`src/hw/cbl_pkg.sv`:
```
// Constants and types shared by the clock buffer output and lock control.
// Assumes three-level pins arrive as 2-bit level codes from input comparators.
package cbl_pkg;

  // Three-level pin codes; code 2'h3 is never produced by the comparators
  localparam logic [1:0] LVL_LOW  = 2'h0;
  localparam logic [1:0] LVL_MID  = 2'h1;
  localparam logic [1:0] LVL_HIGH = 2'h2;

  localparam int NUM_BANKS = 5;
  localparam int NUM_OUTS  = 18;
  localparam int FB_BANK   = 4;
  localparam int B3_BASE   = 8;

  localparam int CLK_PERIOD_NS = 50;
  localparam int PD_LIMIT_NS   = 100;
  localparam int PD_LIMIT_CYC  =
    (PD_LIMIT_NS + CLK_PERIOD_NS - 1) / CLK_PERIOD_NS;

  localparam int ERR_RUN      = 4;
  localparam int OK_RUN       = 32;
  localparam int WD_REF_EDGES = 8;
  localparam int TRST_EDGES   = 5;

  localparam logic [5:0] CNT_RESET = 6'h00;

  typedef enum logic [1:0] {
    LK_UNLOCKED = 2'b01,
    LK_LOCKED   = 2'b10
  } cbl_lock_t;

endpackage : cbl_pkg

```
`src/hw/cbl_ctrl.sv`:
```
// Output disable, bank-three inversion, lock detect and factory test control
// of a multi-bank PLL clock buffer. Assumes every input is synchronous to
// ref_clk and bank clocks are already divided and skewed levels.
`timescale 1ns/1ps
`default_nettype none

module cbl_ctrl #(
  parameter int WD_EDGES = cbl_pkg::WD_REF_EDGES
) (
  input  wire  logic        ref_clk,
  input  wire  logic        rst,
  input  wire  logic [1:0]  output_mode_level,
  input  wire  logic [1:0]  bank_three_invert_select,
  input  wire  logic [3:0]  bank_disable_inputs,
  input  wire  logic        feedback_bank_disable,
  input  wire  logic        ref_level,
  input  wire  logic        feedback_clock_input,
  input  wire  logic        pll_clk_level,
  input  wire  logic [4:0]  bank_clk,
  output logic              core_clk_level,
  output logic [17:0]       clk_out,
  output logic [17:0]       clk_out_oe,
  output logic              lock,
  output logic              fsm_load,
  output logic              fsm_hold,
  output logic              test_mode
);

  ////////////////////////////////////////////////////////////////////////////
  function automatic logic [1:0] three_level(input logic [1:0] code);
    if (code == cbl_pkg::LVL_LOW || code == cbl_pkg::LVL_HIGH)
      return code;
    return cbl_pkg::LVL_MID; // Open pin floats to mid
  endfunction : three_level

  function automatic int bank_of(input int idx);
    return idx / 4;
  endfunction : bank_of

  typedef struct packed {
    logic [4:0]         stopped;
    logic [17:0]        q;
    logic               ref_prev;
    logic               fb_prev;
    logic [5:0]         since_ref;
    logic [2:0]         err_cnt;
    logic [5:0]         ok_cnt;
    logic [5:0]         wd_cnt;
    cbl_pkg::cbl_lock_t lk;
    logic [2:0]         trst_cnt;
    logic               load;
    logic               hold;
  } cbl_state_t;

  cbl_state_t s;
  cbl_state_t next_s;

  logic [1:0]  mode;
  logic [1:0]  inv_sel;
  logic [4:0]  dis;
  logic [17:0] inv_mask;
  logic        ref_rise;
  logic        fb_rise;
  logic        phase_err;
  logic        trst;

  ////////////////////////////////////////////////////////////////////////////
  assign mode      = three_level(output_mode_level);
  assign inv_sel   = three_level(bank_three_invert_select);
  assign dis       = {feedback_bank_disable, bank_disable_inputs};
  assign test_mode = (mode == cbl_pkg::LVL_MID);
  assign trst      = test_mode && bank_disable_inputs[3];
  assign ref_rise  = ref_level && !s.ref_prev;
  assign fb_rise   = feedback_clock_input && !s.fb_prev;
  // Feedback edge too late after reference edge counts as error
  assign phase_err = fb_rise &&
    (s.since_ref > 6'(cbl_pkg::PD_LIMIT_CYC));

  // PLL bypass; dividers downstream keep running on this level
  assign core_clk_level = test_mode ? ref_level : pll_clk_level;

  always_comb
  begin
    inv_mask = 18'h00000;
    // Mask applies to output level only, after divide and skew
    if (inv_sel == cbl_pkg::LVL_LOW)
    begin
      inv_mask[cbl_pkg::B3_BASE + 1] = 1'b1;
      inv_mask[cbl_pkg::B3_BASE + 3] = 1'b1;
    end
    else if (inv_sel == cbl_pkg::LVL_HIGH)
    begin
      inv_mask[cbl_pkg::B3_BASE +: 4] = 4'hf;
    end
  end

  // Enables are combinational so high-Z is not delayed by a clock
  always_comb
  begin
    for (int i = 0; i < cbl_pkg::NUM_OUTS; i++)
    begin
      if (trst)
        clk_out_oe[i] = 1'b0;
      else if (test_mode)
        clk_out_oe[i] = 1'b1;
      else
        clk_out_oe[i] = !(dis[bank_of(i)] &&
          mode == cbl_pkg::LVL_HIGH);
    end
  end

  ////////////////////////////////////////////////////////////////////////////
  always_comb
  begin
    next_s          = s;
    next_s.ref_prev = ref_level;
    next_s.fb_prev  = feedback_clock_input;
    next_s.load     = 1'b0;

    // Stop and release only while the bank clock is low, so every output
    // already sits at its stopped level and no runt pulse escapes.
    for (int b = 0; b < cbl_pkg::NUM_BANKS; b++)
    begin
      if (!test_mode && dis[b] && mode == cbl_pkg::LVL_LOW)
      begin
        if (bank_clk[b] == 1'b0)
          next_s.stopped[b] = 1'b1;
      end
      else if (!bank_clk[b])
        next_s.stopped[b] = 1'b0;
    end

    for (int i = 0; i < cbl_pkg::NUM_OUTS; i++)
    begin
      if (next_s.stopped[bank_of(i)])
        next_s.q[i] = inv_mask[i];
      else
        next_s.q[i] = bank_clk[bank_of(i)] ^ inv_mask[i];
    end

    if (ref_rise)
      next_s.since_ref = cbl_pkg::CNT_RESET;
    else if (s.since_ref != 6'h3f)
      next_s.since_ref = s.since_ref + 6'h01;

    // Watchdog counts reference edges, i.e. a divided reference clock
    if (fb_rise)
      next_s.wd_cnt = cbl_pkg::CNT_RESET;
    else if (ref_rise && s.wd_cnt != 6'h3f)
      next_s.wd_cnt = s.wd_cnt + 6'h01;

    if (fb_rise)
    begin
      if (phase_err)
      begin
        next_s.ok_cnt = cbl_pkg::CNT_RESET;
        if (s.err_cnt != 3'h7)
          next_s.err_cnt = s.err_cnt + 3'h1;
      end
      else
      begin
        next_s.err_cnt = 3'h0;
        if (s.ok_cnt != 6'h3f)
          next_s.ok_cnt = s.ok_cnt + 6'h01;
      end
    end

    case (s.lk)
      cbl_pkg::LK_UNLOCKED:
      begin
        if (next_s.ok_cnt >= 6'(cbl_pkg::OK_RUN))
        begin
          next_s.lk      = cbl_pkg::LK_LOCKED;
          next_s.err_cnt = 3'h0;
        end
      end
      cbl_pkg::LK_LOCKED:
      begin
        if (next_s.err_cnt >= 3'(cbl_pkg::ERR_RUN) ||
            s.wd_cnt >= 6'(WD_EDGES))
        begin
          next_s.lk      = cbl_pkg::LK_UNLOCKED;
          next_s.err_cnt = 3'h0;
          next_s.ok_cnt  = cbl_pkg::CNT_RESET;
          next_s.wd_cnt  = cbl_pkg::CNT_RESET;
        end
      end
      default:
        next_s.lk = cbl_pkg::LK_UNLOCKED;
    endcase

    // Test reset: count reference edges, then load and hold
    if (!trst)
    begin
      next_s.trst_cnt = 3'h0;
      next_s.hold     = 1'b0;
    end
    else if (ref_rise && s.trst_cnt < 3'(cbl_pkg::TRST_EDGES))
    begin
      next_s.trst_cnt = s.trst_cnt + 3'h1;
      if (s.trst_cnt == 3'(cbl_pkg::TRST_EDGES - 1))
      begin
        next_s.load = 1'b1;
        next_s.hold = 1'b1;
      end
    end
  end

  always_ff @(posedge ref_clk)
  begin
    if (rst)
    begin
      s          <= '0;
      s.lk       <= cbl_pkg::LK_UNLOCKED;
      s.ref_prev <= 1'b1;
      s.fb_prev  <= 1'b1;
    end
    else
      s <= next_s;
  end

  assign clk_out  = s.q;
  assign lock     = (s.lk == cbl_pkg::LK_LOCKED);
  assign fsm_load = s.load;
  assign fsm_hold = s.hold;
endmodule : cbl_ctrl

`default_nettype wire

```
`config.mk`:
```
export PLATFORM = sky130hd
export DESIGN_NAME = cbl_ctrl
export DESIGN_NICKNAME = d
export VERILOG_FILES = /design/src/hw/cbl_pkg.sv /design/src/hw/cbl_ctrl.sv
export SDC_FILE = /design/constraint.sdc
export NUM_CORES = 1
export LEC_CHECK = 0
export ABC_CLOCK_PERIOD_IN_PS = 1800
export BUFFER_PORTS_ARGS = -buffer_cell sky130_fd_sc_hd__buf_2
export CORE_UTILIZATION = 47
export DETAILED_ROUTE_END_ITERATION = 7
export PLACE_DENSITY = 0.76
export SKIP_CTS_REPAIR_TIMING = 1
export SLEW_MARGIN = 25
export SYNTH_ARGS = -nofsm -noshare
export SYNTH_HDL_FRONTEND = slang
export SYNTH_SLANG_ARGS = --single-unit
export TNS_END_PERCENT = 50
```
`constraint.sdc`:
```
create_clock -name ref_clk -period 1.8 [get_ports ref_clk]
set_input_delay 0.09 -clock ref_clk [delete_from_list [all_inputs] [get_ports ref_clk]]
set_output_delay 0.09 -clock ref_clk [all_outputs]
set_load 0.02 [all_outputs]
```
==> impl_metrics.json <==
{
  "syn_nets": 279,
  "die_y_um": 69.9,
  "hpwlAfterDp_um": 2970,
  "synth_edf_count": 0,
  "vias": 1694,
  "slowest_delay_ns": 0.57,
  "stdcell_area_um2": 2440,
  "nFillCells": 407,
  "cts_buffers": 5,
  "relSlewSlack_pct": 76.9,
  "clk_pin_slew_ns": 0.08,
  "synth_top_area_share_pct": 37.9,
  "r2r_cells": 5,
  "worstPathMaxFanout": 4,
  "cts.sinks": 41,
  "dieArea_um2": 4880,
  "critPathBufInv": 0,
  "viasPerCell": 4.98,
  "cts-root-buf": "clkbuf_8",
  "nNetsFinal": 317,
  "cp.arrival_ns": 1.94,
  "synthDistinctLibCells": 44,
  "slew_viol_final": 0,
  "track_usage_pct": 16.3,
  "synth_cells": 250,
  "hp-start": "ref_level",
  "drc": 0,
  "diodes": 0,
  "p_per_area_nw_per_um2": 798,
  "post_drt_wl_per_cell_um": 11.6,
  "r2r_slack_ns": 0.05,
  "placed_area_um2": 2320,
  "ys_warn_count": 0,
  "hold_path_class": "in2reg",
  "drv_cap": 0,
  "fin_util_pct": 55.6,
  "worst_pin_slew_ns": 0.342,
  "cts_tree": "yes",
  "finalCriticalPeriod_ns": 1.75,
  "syn_avg_cell_area_um2": 8.66,
  "dp_slack_ns": 0.0287,
  "rsz0062_at_grt": "yes",
  "grt_pass1_wl_um": 6410,
  "overflow": 0,
  "port_buffers": 59,
  "hold-path-endpoint": "s[29]",
  "final_cell_mix": "buf_2, dfxtp_1, nor2_1",
  "dieWidth_um": 69.9,
  "outcome": "finished clean",
  "crit_family": "simple AND/OR/NAND/NOR gates",
  "hold_viol_final": 0,
  "row_count": 24,
  "synthFlopType": "dfxtp_1",
  "h-tree-depth": 2,
  "fin_skew_ns": 0.00556,
  "drtIter0Drc": 52,
  "post-synth-top-area-cell": "dfxtp_1",
  "grt_max_degree": 20,
  "mostFrequentLayoutCell": "buf_2",
  "setup_viol": 0,
  "whs_ns": 0.00704,
  "io_pins": 60,
  "instances_no_fill": 340,
  "synth_async_sr_flop_share_pct": 0,
  "crit_type": "reg2reg",
  "clock_path_buffers": 2,
  "syn_to_final_growth_pct": 12.5,
  "cp-start-kind": "register",
  "critical_path.reg2reg.startpoint": "s[24]",
  "total_leakage_power_uw": 0.00111,
  "yosysSeqAreaShare_pct": 37.9,
  "cp.required_ns": 1.99,
  "synth_area_um2": 2160,
  "initial_utilization_pct": 49.4,
  "endpoint_kind": "register",
  "clock.fmax_mhz": 572,
  "wirelength_um": 3960,
  "period_share_pct": 97.1,
  "clkLatencyLatePin_ns": 0.30,
  "ir_worst_vdd_v": 0.000584,
  "core_area_um2": 4380,
  "place_congestion": 0.846,
  "reg2reg_to": "s[5]",
  "place_inst": 332,
  "crit_slowest_cell": "or4_4",
  "ant_nets": 0,
  "antenna_found_initial": 0,
  "whs_path_depth": 2,
  "path_cells": "or4_4, o32ai_4, and3_4, o2bb2ai_1, o21ai_1",
  "setup_slack_ns": 0.0524,
  "ys_seq_elements": 41,
  "synth.area.top_cells": "dfxtp_1, buf_4, ha_1",
  "dr.pass1.iters": 4,
  "cp_num_cells": 5,
  "grt_pass1_vias": 1479,
  "drive_gt1_share_pct": 30.2
}
stage by stage:
step	TNS, ns	total power, µW
4_1_cts	0	1960
6_report	0	1940
5_1_grt	-0.0257	2030
2_1_floorplan	0	1210
3_3_place_gp	0	1250
3_5_place_dp	0	1250
sequential cells by signal, indices dropped and copies added (netlist names):
name and count:
s 33, clk_out 6, fsm_hold 1, fsm_load 1
report_power, final:
part / internal, µW / switching [µW] / total, µW
registers: 930 / 16.6 / 947
clock network: 403 / 311 / 714
logic: 109 / 175 / 284
total: 1440 / 502 / 1940
routing by layer:
layer  GRT usage, %  up-vias  share of wire [%]
met4           5.33        0                1.0
met3           5.34        5                4.3
li1               -      900                  -
met2           24.7       29                 46
met1           22.0      760                 49
met5              0        -                  0
synth_stat cells, drive strengths merged, types with 2 or more instances:
cell type and instances:
dfxtp 41, nor2 33, buf 31, a21oi 20, nand2 17, inv 11, ha 10, and3 7
o21ai 7, xnor2 7, xor2 7, nor3 6, a211oi 5, nand3 5, nor2b 5, clkbuf 4
nor3b 4, nand2b 3, nand4 3, a2bb2oi 2, a31oi 2, and2 2, or2 2
worst register-to-register path, cell delays in order (launching register included):
cell and delay [ns]:
dfxtp_2 0.32, or4_4 0.57, o32ai_4 0.30, and3_4 0.26, o2bb2ai_1 0.12, o21ai_1 0.07
area by class of cell:
type / instances / area (µm²) / share of cell area [%]
well taps: 52 / 65.1 / 2.67
clock buffers: 5 / 68.8 / 2.82
inverters: 11 / 41.3 / 1.69
repair buffers: 66 / 348 / 14.3
clock inverters: 2 / 35.0 / 1.44
flip-flops and latches: 41 / 823 / 33.8
multi-input cells: 163 / 1050 / 43.3
cell families after synthesis:
logic type                 after synthesis  synth area share (%)
and+or+nand+nor                         91                  21.2
AOI/OAI and AO/OA                       47                  15.5
buffers and inverters                   46                  13.4
DFF                                     41                  37.9
xor gates and xnor gates                14                  5.66
adders and majority gates               10                  5.78
muxes                                    1                 0.520
worst max-delay path by stage:
stage	startpoint	endpoint
global placement	s[25]	s[20]
finish	s[24]	s[5]
detailed placement	s[25]	s[19]
floorplan	s[24]	s[20]
global route	s[24]	s[20]
CTS	s[25]	s[20]
Note: power is estimated with default switching activity, not from simulation.
